## config.mk

```make
export PLATFORM = sky130hd
export DESIGN_NAME = shared_memory_command_queue
export DESIGN_NICKNAME = d
export VERILOG_FILES = /design/src/cmdq_pkg.sv /design/src/shared_memory_command_queue.sv /design/src/cmd_queue_mem.sv
export SDC_FILE = /design/constraint.sdc
export NUM_CORES = 1
export LEC_CHECK = 0
export CORE_MARGIN = 3
export CORE_UTILIZATION = 45
export CTS_CLUSTER_SIZE = 8
export DETAILED_ROUTE_END_ITERATION = 6
export DONT_BUFFER_PORTS = 1
export GPL_ROUTABILITY_DRIVEN = 0
export PLACE_DENSITY = 0.62
export SLEW_MARGIN = 40
export SYNTH_ARGS = -nofsm -noshare
export SYNTH_HDL_FRONTEND = slang
export SYNTH_SLANG_ARGS = --single-unit
```

## constraint.sdc

```tcl
create_clock -name mclk_in -period 3.6 [get_ports mclk_in]
set_input_delay 0 -clock mclk_in [delete_from_list [all_inputs] [get_ports mclk_in]]
set_output_delay 0 -clock mclk_in [all_outputs]
set_load 0.05 [all_outputs]
```

## src/cmdq_pkg.sv

```systemverilog
package cmdq_pkg;
  // Slot layout
  localparam int unsigned SLOT_BYTES = 16;
  localparam logic [4:0] SLOT_LEN = 5'h10;
  localparam logic [4:0] ONE_LEN = 5'h01;
  localparam logic [23:0] STATE_BYTE_OFS = 24'h00_0001;
  localparam logic [23:0] NUMBER_BYTE_OFS = 24'h00_0000;
  localparam logic [23:0] SETUP_ADDR = 24'h00_0000;
  // Setup command field positions inside its slot
  localparam logic [3:0] SETUP_BASE_H = 4'h2;
  localparam logic [3:0] SETUP_BASE_M = 4'h3;
  localparam logic [3:0] SETUP_BASE_L = 4'h4;
  localparam logic [3:0] SETUP_NLOG = 4'h5;
  localparam logic [3:0] CMD_NUMBER_IDX = 4'h0;
  // State byte and status number codes
  localparam logic [7:0] CODE_READY = 8'h00;
  localparam logic [7:0] CODE_FETCHED = 8'h0C;
  localparam logic [7:0] CODE_DONE_OTHER = 8'hFC;
  localparam logic [7:0] CODE_TX_STOPPED = 8'hFD;
  localparam logic [7:0] CODE_TX_NORMAL = 8'hFE;
  localparam logic [7:0] CODE_EMPTY = 8'hFF;
  localparam logic [3:0] RELEASED_HI = 4'hF;
  // Completion kinds from the executor
  localparam logic [1:0] RES_OTHER = 2'h0;
  localparam logic [1:0] RES_TX_STOP = 2'h1;
  localparam logic [1:0] RES_TX_OK = 2'h2;
  // Bus hold block sizes
  localparam logic [3:0] BLOCK_SMALL = 4'h4;
  localparam logic [3:0] BLOCK_LARGE = 4'h8;
  // Reset values
  localparam logic [23:0] BASE_RST = 24'h00_0000;
  localparam logic [2:0] NLOG_RST = 3'h0;
endpackage : cmdq_pkg

```

## src/shared_memory_command_queue.sv

```systemverilog
`timescale 1ns/1ps
// Overview of operation
// - Internal FIFO takes only the setup command, once, right after reset.
// - Without FIFO load, first request fetches setup command from address 0.
// - Report goes to the status table before the interrupt is raised.
// - One request walks consecutive slots until chain end code stops it.
// - Command table has n 16-byte slots, n power of two up to 128.
// - Slot pointer wraps from slot n-1 back to slot 0.
// - After fetching a transmit command the state byte gets fetched code.
// - Completion writes one of three released codes into the state byte.
// - Fetch raises bus hold request, waits acknowledge, then DMAs the slot.
// - After completion the pointer advances one slot and its state is read.
// - Released code stops the walk; ready code fetches and executes.
// - Each bus hold moves at most one 4 or 8 byte block, then repeats.
// - Report waits for empty status number byte; that byte is written last.
module shared_memory_command_queue (
  input wire logic mclk_in,
  input wire logic rstn_in,
  input wire logic cmd_request_pin_in,
  input wire logic soft_cmd_request_bit_in,
  input wire logic irq_clear_pin_in,
  input wire logic soft_irq_clear_bit_in,
  input wire logic fifo_wr_in,
  input wire logic [7:0] fifo_data_in,
  output logic fifo_busy_out,
  output logic setup_done_out,
  output logic [23:0] command_table_base_out,
  output logic [2:0] slot_count_log2_out,
  input wire logic dma_block8_in,
  output logic bus_hold_request_out,
  input wire logic bus_hold_ack_in,
  output logic dma_req_out,
  output logic dma_we_out,
  output logic [23:0] dma_addr_out,
  output logic [7:0] dma_wdata_out,
  input wire logic [7:0] dma_rdata_in,
  input wire logic dma_done_in,
  output logic cmd_start_out,
  output logic [7:0] command_number_byte_out,
  input wire logic cmd_is_transmit_in,
  input wire logic [3:0] cmd_rd_idx_in,
  output logic [7:0] cmd_rd_data_out,
  input wire logic cmd_done_in,
  input wire logic [1:0] cmd_result_in,
  input wire logic rpt_valid_in,
  output logic [3:0] rpt_idx_out,
  input wire logic [7:0] rpt_data_in,
  output logic rpt_ack_out,
  output logic irq_out,
  output logic status_irq_flag_out
);
  import cmdq_pkg::*;

  typedef enum logic [8:0] {
    M_IDLE = 9'b0_0000_0001,
    M_SETUP_FETCH = 9'b0_0000_0010,
    M_CHECK = 9'b0_0000_0100,
    M_FETCH = 9'b0_0000_1000,
    M_MARK = 9'b0_0001_0000,
    M_EXEC = 9'b0_0010_0000,
    M_DONE_WR = 9'b0_0100_0000,
    M_RPT_CHECK = 9'b0_1000_0000,
    M_RPT_WRITE = 9'b1_0000_0000
  } main_e;

  typedef enum logic [3:0] {
    X_IDLE = 4'b0001,
    X_REQ = 4'b0010,
    X_RUN = 4'b0100,
    X_REL = 4'b1000
  } xfer_e;

  // Pin synchronisers: bit 0 request, bit 1 clear, bit 2 hold ack
  logic [2:0] s1_q, s2_q, s3_q, lvl_q, lvl_d;

  always_comb begin
    lvl_d = lvl_q;
    for (int i = 0; i < 3; i++) begin
      if (s2_q[i] == s3_q[i]) begin
        lvl_d[i] = s3_q[i];
      end
    end
  end

  always_ff @(posedge mclk_in) begin
    if (!rstn_in) begin
      s1_q <= 3'h0;
      s2_q <= 3'h0;
      s3_q <= 3'h0;
      lvl_q <= 3'h0;
    end else begin
      s1_q <= {bus_hold_ack_in, irq_clear_pin_in, cmd_request_pin_in};
      s2_q <= s1_q;
      s3_q <= s2_q;
      lvl_q <= lvl_d;
    end
  end

  logic req_evt, clr_evt, ack_lvl;
  assign req_evt = (lvl_d[0] & ~lvl_q[0]) | soft_cmd_request_bit_in;
  assign clr_evt = (lvl_d[1] & ~lvl_q[1]) | soft_irq_clear_bit_in;
  assign ack_lvl = lvl_q[2];

  // Main sequencer state
  main_e st_q, st_d;
  logic ret_exec_q, ret_exec_d;
  logic pend_q, pend_d;
  logic setup_q, setup_d;
  logic [4:0] fifo_cnt_q, fifo_cnt_d;
  logic [23:0] base_q, base_d;
  logic [2:0] nlog_q, nlog_d;
  logic [6:0] cslot_q, cslot_d, sslot_q, sslot_d;
  logic [7:0] chk_q, chk_d, cnum_q, cnum_d;
  logic [1:0] res_q, res_d;
  logic done_pend_q, done_pend_d;
  logic irq_q, irq_d;
  logic start_q, start_d, ack_q, ack_d;
  logic xs_q, xs_d, xwe_q, xwe_d, xrot_q, xrot_d;
  logic [23:0] xaddr_q, xaddr_d;
  logic [4:0] xlen_q, xlen_d;
  logic [7:0] xcode_q, xcode_d;

  // Transfer engine state
  xfer_e xst_q, xst_d;
  logic [4:0] cnt_q, cnt_d;
  logic [3:0] bc_q, bc_d;
  logic [23:0] daddr_q, daddr_d;
  logic xf_done;

  // Table geometry
  logic [7:0] n8;
  logic [6:0] slot_mask;
  logic [23:0] cslot_addr, sslot_addr;
  assign n8 = 8'h01 << nlog_q;
  assign slot_mask = 7'(n8 - 8'h01);
  assign cslot_addr = base_q + {13'h0000, cslot_q, 4'h0};
  assign sslot_addr = base_q + {12'h000, n8, 4'h0} + {13'h0000, sslot_q, 4'h0};

  // Read-side capture and queue write
  logic rd_stb, fetching, mem_we, fifo_acc;
  logic [3:0] mem_waddr;
  logic [7:0] mem_wdata;
  assign rd_stb = (xst_q == X_RUN) & dma_done_in & ~xwe_q;
  assign fetching = (st_q == M_FETCH) | (st_q == M_SETUP_FETCH);
  assign fifo_acc = fifo_wr_in & ~setup_q & (st_q == M_IDLE) &
                    (fifo_cnt_q != SLOT_LEN);
  assign mem_we = fifo_acc | (rd_stb & fetching);
  assign mem_waddr = fifo_acc ? fifo_cnt_q[3:0] : cnt_q[3:0];
  assign mem_wdata = fifo_acc ? fifo_data_in : dma_rdata_in;

  cmd_queue_mem u_queue (
    .mclk_in(mclk_in),
    .wr_en_in(mem_we),
    .wr_addr_in(mem_waddr),
    .wr_data_in(mem_wdata),
    .rd_addr_in(cmd_rd_idx_in),
    .rd_data_out(cmd_rd_data_out)
  );

  function automatic logic [7:0] done_code(input logic [1:0] r);
    case (r)
      RES_TX_STOP: done_code = CODE_TX_STOPPED;
      RES_TX_OK: done_code = CODE_TX_NORMAL;
      default: done_code = CODE_DONE_OTHER;
    endcase
  endfunction : done_code

  always_comb begin
    st_d = st_q;
    ret_exec_d = ret_exec_q;
    pend_d = pend_q;
    setup_d = setup_q;
    fifo_cnt_d = fifo_cnt_q;
    base_d = base_q;
    nlog_d = nlog_q;
    cslot_d = cslot_q;
    sslot_d = sslot_q;
    chk_d = chk_q;
    cnum_d = cnum_q;
    res_d = res_q;
    done_pend_d = done_pend_q;
    irq_d = irq_q;
    start_d = 1'b0;
    ack_d = 1'b0;
    xs_d = 1'b0;
    xwe_d = xwe_q;
    xrot_d = xrot_q;
    xaddr_d = xaddr_q;
    xlen_d = xlen_q;
    xcode_d = xcode_q;
    if (fifo_acc) begin
      fifo_cnt_d = fifo_cnt_q + 5'h01;
    end
    if (mem_we & ~setup_q) begin
      case (mem_waddr)
        SETUP_BASE_H: base_d[23:16] = mem_wdata;
        SETUP_BASE_M: base_d[15:8] = mem_wdata;
        SETUP_BASE_L: base_d[7:0] = mem_wdata;
        SETUP_NLOG: nlog_d = mem_wdata[2:0];
        default: ;
      endcase
    end
    if (mem_we & setup_q & (mem_waddr == CMD_NUMBER_IDX)) begin
      cnum_d = mem_wdata;
    end
    if (rd_stb & ~fetching) begin
      chk_d = dma_rdata_in;
    end
    if (cmd_done_in) begin
      done_pend_d = 1'b1;
      res_d = cmd_result_in;
    end
    case (st_q)
      M_IDLE: begin
        if (rpt_valid_in & setup_q) begin
          ret_exec_d = 1'b0;
          st_d = M_RPT_CHECK;
          xs_d = 1'b1;
          xaddr_d = sslot_addr;
          xlen_d = ONE_LEN;
          xwe_d = 1'b0;
          xrot_d = 1'b0;
        end else if (pend_q) begin
          pend_d = 1'b0;
          if (setup_q) begin
            st_d = M_CHECK;
            xs_d = 1'b1;
            xaddr_d = cslot_addr + STATE_BYTE_OFS;
            xlen_d = ONE_LEN;
            xwe_d = 1'b0;
            xrot_d = 1'b0;
          end else if (fifo_cnt_q != 5'h00) begin
            setup_d = 1'b1;
          end else begin
            st_d = M_SETUP_FETCH;
            xs_d = 1'b1;
            xaddr_d = SETUP_ADDR;
            xlen_d = SLOT_LEN;
            xwe_d = 1'b0;
            xrot_d = 1'b0;
          end
        end
      end
      M_SETUP_FETCH: begin
        if (xf_done) begin
          setup_d = 1'b1;
          st_d = M_IDLE;
        end
      end
      M_CHECK: begin
        if (xf_done) begin
          if (chk_q == CODE_READY) begin
            st_d = M_FETCH;
            xs_d = 1'b1;
            xaddr_d = cslot_addr;
            xlen_d = SLOT_LEN;
          end else begin
            st_d = M_IDLE;
          end
        end
      end
      M_FETCH: begin
        if (xf_done) begin
          if (cmd_is_transmit_in) begin
            st_d = M_MARK;
            xs_d = 1'b1;
            xaddr_d = cslot_addr + STATE_BYTE_OFS;
            xlen_d = ONE_LEN;
            xwe_d = 1'b1;
            xcode_d = CODE_FETCHED;
          end else begin
            st_d = M_EXEC;
            start_d = 1'b1;
            done_pend_d = 1'b0;
          end
        end
      end
      M_MARK: begin
        if (xf_done) begin
          st_d = M_EXEC;
          start_d = 1'b1;
          done_pend_d = 1'b0;
        end
      end
      M_EXEC: begin
        if (done_pend_q) begin
          done_pend_d = cmd_done_in;
          st_d = M_DONE_WR;
          xs_d = 1'b1;
          xaddr_d = cslot_addr + STATE_BYTE_OFS;
          xlen_d = ONE_LEN;
          xwe_d = 1'b1;
          xcode_d = done_code(res_q);
        end else if (rpt_valid_in) begin
          ret_exec_d = 1'b1;
          st_d = M_RPT_CHECK;
          xs_d = 1'b1;
          xaddr_d = sslot_addr;
          xlen_d = ONE_LEN;
          xwe_d = 1'b0;
          xrot_d = 1'b0;
        end
      end
      M_DONE_WR: begin
        if (xf_done) begin
          cslot_d = (cslot_q + 7'h01) & slot_mask;
          st_d = M_CHECK;
          xs_d = 1'b1;
          xaddr_d = base_q + {13'h0000, cslot_d, 4'h0} + STATE_BYTE_OFS;
          xlen_d = ONE_LEN;
          xwe_d = 1'b0;
        end
      end
      M_RPT_CHECK: begin
        if (xf_done) begin
          xs_d = 1'b1;
          if (chk_q == CODE_EMPTY) begin
            st_d = M_RPT_WRITE;
            xaddr_d = sslot_addr + NUMBER_BYTE_OFS;
            xlen_d = SLOT_LEN;
            xwe_d = 1'b1;
            xrot_d = 1'b1;
          end
        end
      end
      M_RPT_WRITE: begin
        if (xf_done) begin
          irq_d = 1'b1;
          ack_d = 1'b1;
          xrot_d = 1'b0;
          sslot_d = (sslot_q + 7'h01) & slot_mask;
          st_d = ret_exec_q ? M_EXEC : M_IDLE;
        end
      end
      default: st_d = M_IDLE;
    endcase
    if (clr_evt & ~irq_d) begin
      irq_d = 1'b0;
    end else if (clr_evt & ~(st_q == M_RPT_WRITE && xf_done)) begin
      irq_d = 1'b0;
    end
    if (req_evt) begin
      pend_d = 1'b1;
    end
  end

  always_ff @(posedge mclk_in) begin
    if (!rstn_in) begin
      st_q <= M_IDLE;
      ret_exec_q <= 1'b0;
      pend_q <= 1'b0;
      setup_q <= 1'b0;
      fifo_cnt_q <= 5'h00;
      base_q <= BASE_RST;
      nlog_q <= NLOG_RST;
      cslot_q <= 7'h00;
      sslot_q <= 7'h00;
      chk_q <= 8'h00;
      cnum_q <= 8'h00;
      res_q <= 2'h0;
      done_pend_q <= 1'b0;
      irq_q <= 1'b0;
      start_q <= 1'b0;
      ack_q <= 1'b0;
      xs_q <= 1'b0;
      xwe_q <= 1'b0;
      xrot_q <= 1'b0;
      xaddr_q <= 24'h00_0000;
      xlen_q <= 5'h00;
      xcode_q <= 8'h00;
    end else begin
      st_q <= st_d;
      ret_exec_q <= ret_exec_d;
      pend_q <= pend_d;
      setup_q <= setup_d;
      fifo_cnt_q <= fifo_cnt_d;
      base_q <= base_d;
      nlog_q <= nlog_d;
      cslot_q <= cslot_d;
      sslot_q <= sslot_d;
      chk_q <= chk_d;
      cnum_q <= cnum_d;
      res_q <= res_d;
      done_pend_q <= done_pend_d;
      irq_q <= irq_d;
      start_q <= start_d;
      ack_q <= ack_d;
      xs_q <= xs_d;
      xwe_q <= xwe_d;
      xrot_q <= xrot_d;
      xaddr_q <= xaddr_d;
      xlen_q <= xlen_d;
      xcode_q <= xcode_d;
    end
  end

  // Byte offset within the slot; reports rotate so byte 0 goes last
  function automatic logic [3:0] ofs(input logic [4:0] c, input logic rot);
    ofs = rot ? 4'(c[3:0] + 4'h1) : c[3:0];
  endfunction : ofs

  logic [3:0] blk;
  assign blk = dma_block8_in ? BLOCK_LARGE : BLOCK_SMALL;

  always_comb begin
    xst_d = xst_q;
    cnt_d = cnt_q;
    bc_d = bc_q;
    xf_done = 1'b0;
    case (xst_q)
      X_IDLE: begin
        cnt_d = 5'h00;
        bc_d = 4'h0;
        if (xs_q) begin
          xst_d = X_REQ;
        end
      end
      X_REQ: begin
        if (ack_lvl) begin
          xst_d = X_RUN;
        end
      end
      X_RUN: begin
        if (dma_done_in) begin
          cnt_d = cnt_q + 5'h01;
          bc_d = bc_q + 4'h1;
          if (cnt_d == xlen_q || bc_d == blk) begin
            xst_d = X_REL;
          end
        end
      end
      X_REL: begin
        if (!ack_lvl) begin
          bc_d = 4'h0;
          if (cnt_q == xlen_q) begin
            xst_d = X_IDLE;
            xf_done = 1'b1;
          end else begin
            xst_d = X_REQ;
          end
        end
      end
      default: xst_d = X_IDLE;
    endcase
    daddr_d = xaddr_q + {20'h0_0000, ofs(cnt_d, xrot_q)};
  end

  always_ff @(posedge mclk_in) begin
    if (!rstn_in) begin
      xst_q <= X_IDLE;
      cnt_q <= 5'h00;
      bc_q <= 4'h0;
      daddr_q <= 24'h00_0000;
    end else begin
      xst_q <= xst_d;
      cnt_q <= cnt_d;
      bc_q <= bc_d;
      daddr_q <= daddr_d;
    end
  end

  assign bus_hold_request_out = (xst_q == X_REQ) | (xst_q == X_RUN);
  assign dma_req_out = (xst_q == X_RUN);
  assign dma_we_out = xwe_q;
  assign dma_addr_out = daddr_q;
  assign rpt_idx_out = ofs(cnt_q, xrot_q);
  assign dma_wdata_out = xrot_q ? rpt_data_in : xcode_q;
  assign fifo_busy_out = setup_q | (fifo_cnt_q == SLOT_LEN);
  assign setup_done_out = setup_q;
  assign command_table_base_out = base_q;
  assign slot_count_log2_out = nlog_q;
  assign cmd_start_out = start_q;
  assign command_number_byte_out = cnum_q;
  assign rpt_ack_out = ack_q;
  assign irq_out = irq_q;
  assign status_irq_flag_out = irq_q;
endmodule : shared_memory_command_queue

```

## src/cmd_queue_mem.sv

```systemverilog
`timescale 1ns/1ps
module cmd_queue_mem (
  input wire logic mclk_in,
  input wire logic wr_en_in,
  input wire logic [3:0] wr_addr_in,
  input wire logic [7:0] wr_data_in,
  input wire logic [3:0] rd_addr_in,
  output logic [7:0] rd_data_out
);
  logic [7:0] mem_q [16];
  logic [7:0] rd_q;

  always_ff @(posedge mclk_in) begin
    if (wr_en_in) begin
      mem_q[wr_addr_in] <= wr_data_in;
    end
    rd_q <= mem_q[rd_addr_in];
  end

  assign rd_data_out = rd_q;
endmodule : cmd_queue_mem

```

# Word level (Yosys, flattened, before mapping)
# Memory sizes are Yosys's and may differ from the RTL's. A register that Yosys moved wholly into a read port is not among the register bits.
# Cells that the tools add are included.
# word_totals
reg_bits	169
ram_bits	128
input_bits	43
out_inout_bits	88
wordCells	295
memories	1
# mem_list
memory	words	width	rd	rd_clocked_by_memory_dff	write_ports	line_no	text
u_queue.mem_q	16	8	1	1	1	cmd_queue_mem.sv:10	logic [7:0] mem_q [16];
# classes
add_sub_neg	15
eq_ne	53
shifts	1
mux	126
bitwise_logic	31
n_reduce_logical	34
# ops
op	count
$mux W24	13
$pmux W24 S6	1
$mux W9	14
$pmux W9 S9	1
$add A24 B11 Y24	3
$mux W5	14
$mux W1	50
$add A24 B1 Y24 const B	2
$mux W4	12
$mux W8	5
$ne A2 B2 Y1 const B	19
$pmux W5 S6	1
$add A24 B12 Y24	1
$add A24 B4 Y24	1
$reduce_and A11 Y1	2
$reduce_and A2 Y1	9
$pmux W4 S4	1
$pmux W8 S2	1
$and A1 B1 Y1	15
$add A7 B1 Y7 const B	2
$and A7 B7 Y7	2
$add A4 B1 Y4 const B	3
$eq A4 B2 Y1 const B	3
$eq A4 B3 Y1 const B	3
53 further kinds	82

# Longest topological paths before layout
# depth
depth_word	9
depth_mapped	19
mapped_depth_nobuf	17

# Hierarchy
# From an unflattened synthesis, not the netlist that was laid out.
# unflattened
cells_unflattened	1638
hier_area_um2	16044.1
# modules_own_cells
mod	instances	cells_per_inst	area_each_um2	seq_area_each_um2
shared_memory_command_queue	1	1409	10896.7	3243.1
cmd_queue_mem	1	229	5147.4	4003.8

# Worst setup path after synthesis
# OpenSTA, ideal clock, no wires.
# synth_path
path_kind	reg-to-reg
start	reg xst_q[2]
end	reg daddr_q[20], in the netlist dma_addr_out[20]
setup_time_ns	0.128
arrival_time_ns	4.031
required_time_ns	3.472
setup_slack_ns	-0.559
stages_incl_launch_ff	17
n_path_buf	1
period_less_slack_ns	4.159
path_cell_list	dfxtp_1 > buf_2 > nand2b_1 > nor3_2 > nand2_2 > o21ai_0 > ha_1 > mux2_2 > fa_1 > a21o_1 > a21oi_1 > nor2b_1 > and3_1 > and4_1 > nand3_1 > xor2_1 > nor2_1
# synth_between
elab_chain_cells	5
elab_cells_between_ends	6
classes_between	2 x add/sub; 2 x eq/ne; 2 x mux
# synth_rtl
item	line_no	text
from (decl)	shared_memory_command_queue.sv:124	xfer_e xst_q, xst_d;
from (signal assigned)	shared_memory_command_queue.sv:455	xst_q <= xst_d;
$eq A4 B3 Y1 (*)	n/a	
named net dma_req_out	shared_memory_command_queue.sv:32	output logic dma_req_out,
$pmux W5 S2 (*)	shared_memory_command_queue.sv:410	case (xst_q)
named net cnt_d[0]	shared_memory_command_queue.sv:125	logic [4:0] cnt_q, cnt_d;
$add A4 B1 Y4	shared_memory_command_queue.sv:399	ofs = rot ? 4'(c[3:0] + 4'h1) : c[3:0];
$mux W4 (*)	shared_memory_command_queue.sv:399	
$add A24 B4 Y24 (*)	shared_memory_command_queue.sv:445	daddr_d = xaddr_q + {20'h0_0000, ofs(cnt_d, xrot_q)};
to (signal assigned)	shared_memory_command_queue.sv:458	daddr_q <= daddr_d;
to (decl)	shared_memory_command_queue.sv:127	logic [23:0] daddr_q, daddr_d;
# The timed path passes the listed nets; every way through them passes the cells marked *.
# A chain may end at the register's enable or synchronous reset.

# Worst setup path after layout
# layout_path
start	reg nlog_q[1], in the netlist slot_count_log2_out[1]
end	reg xaddr_q[15]
# layout_between
elab_chain_cells	7
elab_cells_between_ends	14
classes_between	5 x add/sub; 1 x shift; 7 x mux; 1 x bitwise
# layout_rtl
item	line_no	text
from (decl)	shared_memory_command_queue.sv:111	logic [2:0] nlog_q, nlog_d;
from (signal assigned)	shared_memory_command_queue.sv:378	nlog_q <= nlog_d;
$shl A1 B3 Y8 (*)	shared_memory_command_queue.sv:134	assign n8 = 8'h01 << nlog_q;
$sub A7 B1 Y7	shared_memory_command_queue.sv:135	assign slot_mask = 7'(n8 - 8'h01);
$and A7 B7 Y7	shared_memory_command_queue.sv:306	cslot_d = (cslot_q + 7'h01) & slot_mask;
$add A24 B11 Y24	shared_memory_command_queue.sv:309	xaddr_d = base_q + {13'h0000, cslot_d, 4'h0} + STATE_BYTE_OFS;
$add A24 B1 Y24	shared_memory_command_queue.sv:309	
$mux W24	shared_memory_command_queue.sv:305	if (xf_done) begin
$pmux W24 S6 (*)	shared_memory_command_queue.sv:213	case (st_q)
to (signal assigned)	shared_memory_command_queue.sv:391	xaddr_q <= xaddr_d;
to (decl)	shared_memory_command_queue.sv:119	logic [23:0] xaddr_q, xaddr_d;
# Mark *: on every way between the ends. The rest lies on a longest branch, timed or not. The select of a mux whose other input is x is not followed.

==> summary.txt <==
status: completed
Required @ worst endpoint: 4.02 ns
share of synthesized registers carrying an async set or reset: 0
Synth Cell Area: 0.01594 mm2
Die Height: 194.2 um
DIE AREA: 0.03773 mm2
starting density of the core: 0.4593
first-pass GRT wire length: 73190 um
Peak VDD IR: 0.4602 mV
Final nets: 1782
Most used DFF post-synth: dfxtp_1
Max FO, Critical Path: 8
pwr dens: 533.3 mW/mm2
post-synthesis instance total: 1580
crit end category: flip-flop
antenna viol nets, final: 0
I/O Buffers: 0
Leakage: 0.007249 uW
Worst-Margin Slew: 0.8409 ns
CTS max path bufs: 3
max incr delay on CP: 0.42 ns
Setup CP Type: reg -> reg
CP arrival: 3.89 ns
drt total wl: 46820 um
Synth cell types: 92
Max Transition Viols Final: 0
total CTS buffers: 43
H-Tree Depth: 2
Hold Path Class: in -> reg
initial DRC count: 1307
core box area: 0.03471 mm2
Chip Width: 194.2 um
CTS tree: built
crit start category: flip-flop
hold_ws: 0.01879 ns
Area Overhead vs Synth: 19.43%
EDFF count, synth: 128
DRC: 0
CTS sink cnt: 298
fillers: 2999
max cap viols: 0
vias in the first global route: 12580
io pins: 131
DR vias: 12940
CP Cell Sequence: or3b_4 -> inv_1 -> fa_1 -> ha_2 -> fa_2 -> a211o_1 -> o211ai_1 -> a2bb2oi_4 -> a22oi_1 -> nor3_1 -> a211o_1 -> a221oi_1 -> nor3_1
GRT Util Overall: 0.2429
syn avg cell area: 10.09 um2
fin crit share: 0.9651
post-route cell area: 0.01904 mm2
std cell rows: 68
Fmax: 287.8 MHz
layout cell share with drive strength beyond 1: 0.1853
Worst path slowest cell: or3b_4
clk root buf: clkbuf_16
Yosys warnings: 0
Diodes inserted: 0
antenna violations before repair: 0
grt ovf: 0
Synthesized Nets: 1670
clk_skew: 0.03313 ns
Cell Area, Placed: 0.01710 mm2
FF+latch count, synth: 298
mean number of vias per cell: 5.959
max_slew headroom: 0.4363
fraction of the yosys area taken by sequential cells: 0.4545
clock latency on the worst-skew pair: 0.56 ns
wire per inst: 21.56 um
largest net degree at the start of global routing: 92
# setup viols final: 0
Detail Placement HPWL: 32640 um
TritonRoute pass-1 iters: 6
Fin. Hold Viols: 0
CTS clock-pin slew for the worst setup and hold paths: 0.05 ns
min Tclk post-route: 3.474 ns
-- logic make-up (layout without fill, tap and decap cells) --
| group | after synthesis | count (layout) | synth area share |
|---|---|---|---|
| fa+ha+maj | 47 | 47 | 0.04159 |
| mux | 104 | 104 | 0.09715 |
| xor+xnor | 111 | 111 | 0.06192 |
| compound gates | 307 | 307 | 0.1286 |
| flops | 298 | 298 | 0.4545 |
| buf+inv | 116 | 252 | 0.03060 |
| simple gates | 597 | 597 | 0.1856 |
-- metal layers --
layer | up-vias | global-route usage | wire length [um]
li1 | 6011 | - | -
met1 | 6282 | 0.3242 | 19630
met2 | 538 | 0.3906 | 21680
met3 | 106 | 0.05943 | 3971
met4 | 0 | 0.08032 | 1537
met5 | - | 0 | 0
-- flip-flops by register name, summed over array words and instances, names as in the netlist, 4 cells and up --
register                 cells
chk_q                        8
bc_q                         4
cnt_q                        5
sslot_q                      7
xaddr_q                     24
cslot_q                      7
st_q                         9
u_queue.mem_q              128
command_number_byte_out      8
fifo_cnt_q                   5
u_queue.rd_data_out          8
xcode_q                      4
command_table_base_out      24
xst_q                        4
dma_addr_out                24
-- stage by stage --
step           std cells  power, uW  utilization  setup slack [ns]  TNS [ns]
4_1_cts             2165      10190       0.5411           0.01770         0
3_5_place_dp        2058       6356       0.4927          -0.01141  -0.01141
2_1_floorplan       1580       5709            -          0.006983         0
6_report            2171      10160       0.5486            0.1256         0
5_1_grt             2171      10630       0.5486          -0.05581   -0.2131
3_3_place_gp        2058       6322       0.4919           0.04667         0
-- critical path, delay by kind of cell (launching register included) --
family,cells,cell delay [ns]
AO/OA/AOI/OAI,6,1.33
adder cells (fa/ha/maj),3,1.02
AND/OR/NAND/NOR,3,0.57
flip-flops,1,0.34
buffers and inverters,1,0.09
-- worst paths after layout --
path | start | to | slack, ns | cells after the start
worst max-delay path | slot_count_log2_out[1]$_SDFFE_PN0P_ | xaddr_q[15]$_SDFFE_PN0P_ | 0.13 | 13
worst min-delay path | rpt_valid_in | ret_exec_q$_SDFFE_PN0P_ | 0.02 | 3
worst max register to register | slot_count_log2_out[1]$_SDFFE_PN0P_ | xaddr_q[15]$_SDFFE_PN0P_ | 0.13 | 13
worst min register to register | s1_q[0]$_SDFF_PN0_ | s2_q[0]$_SDFF_PN0_ | 0.42 | 1
-- cells in the final DEF (no fill, tap or decap), drive strengths merged, types with 24 or more instances in the layout --
cell,synthesis,layout
mux2i,58,58
inv,26,28
ha,37,37
nor3,43,43
mux4,40,40
nand3,40,40
buf,28,123
nand2,154,154
dlygate4sd3,0,34
and2,24,24
xor2,53,53
a21oi,86,86
dfxtp,170,170
clkbuf,62,65
o21ai,72,72
xnor2,58,58
edfxtp,128,128
nor2,201,201
-- where the power goes --
group | internal [uW] | switching, uW
Clock | 2220 | 1510
Sequential | 3900 | 430
Combinational | 740 | 1360
Total | 6860 | 3290
-- cell usage after synthesis (7+ instances only) --
cell type,instances,area share
a21oi_1,85,0.027
nor3b_1,13,0.0061
o211ai_1,14,0.0066
buf_1,11,0.0026
nor3_1,37,0.012
nor2b_1,14,0.0055
a21o_1,8,0.0038
o21bai_1,7,0.0033
edfxtp_1,128,0.24
buf_2,11,0.0035
nand4_1,20,0.0078
clkbuf_1,61,0.014
a22oi_1,8,0.0038
nor4_1,10,0.0039
and3_1,21,0.0082
o21ai_0,67,0.021
a211oi_1,16,0.0075
xor2_1,52,0.029
mux2i_1,58,0.036
mux4_2,40,0.057
a31oi_1,10,0.0039
nor2_1,201,0.047
fa_1,10,0.013
and2_1,23,0.0090
o22ai_1,7,0.0027
inv_1,25,0.0059
nand3_1,39,0.012
a221oi_1,14,0.0077
o221ai_1,9,0.0049
nand2_1,152,0.036
dfxtp_1,170,0.21
nand2b_1,13,0.0051
xnor2_1,57,0.031
ha_1,37,0.029
-- final cells by class --
class,count,area [um2],area share
multi-input combinational,1166,8563,0.4497
clock inverter,4,75.07,0.003942
inverter,26,102.6,0.005388
clock buffer,65,1159,0.06084
tap,455,569.3,0.02990
sequential,298,7262,0.3814
timing repair buffer,157,1311,0.06886
-- repair_timing --
| action | CTS | global route |
|---|---|---|
| cloned | 0 | 0 |
| hold endpoints to repair | 239 | 0 |
| endpoints found under the setup margin | 2 | 28 |
| resized for setup | 6 | 44 |
| hold buffers | 38 | 0 |
| pin swaps | 2 | 18 |
| setup buffers | 0 | 6 |
Note: power is estimated with default switching activity, not from simulation.
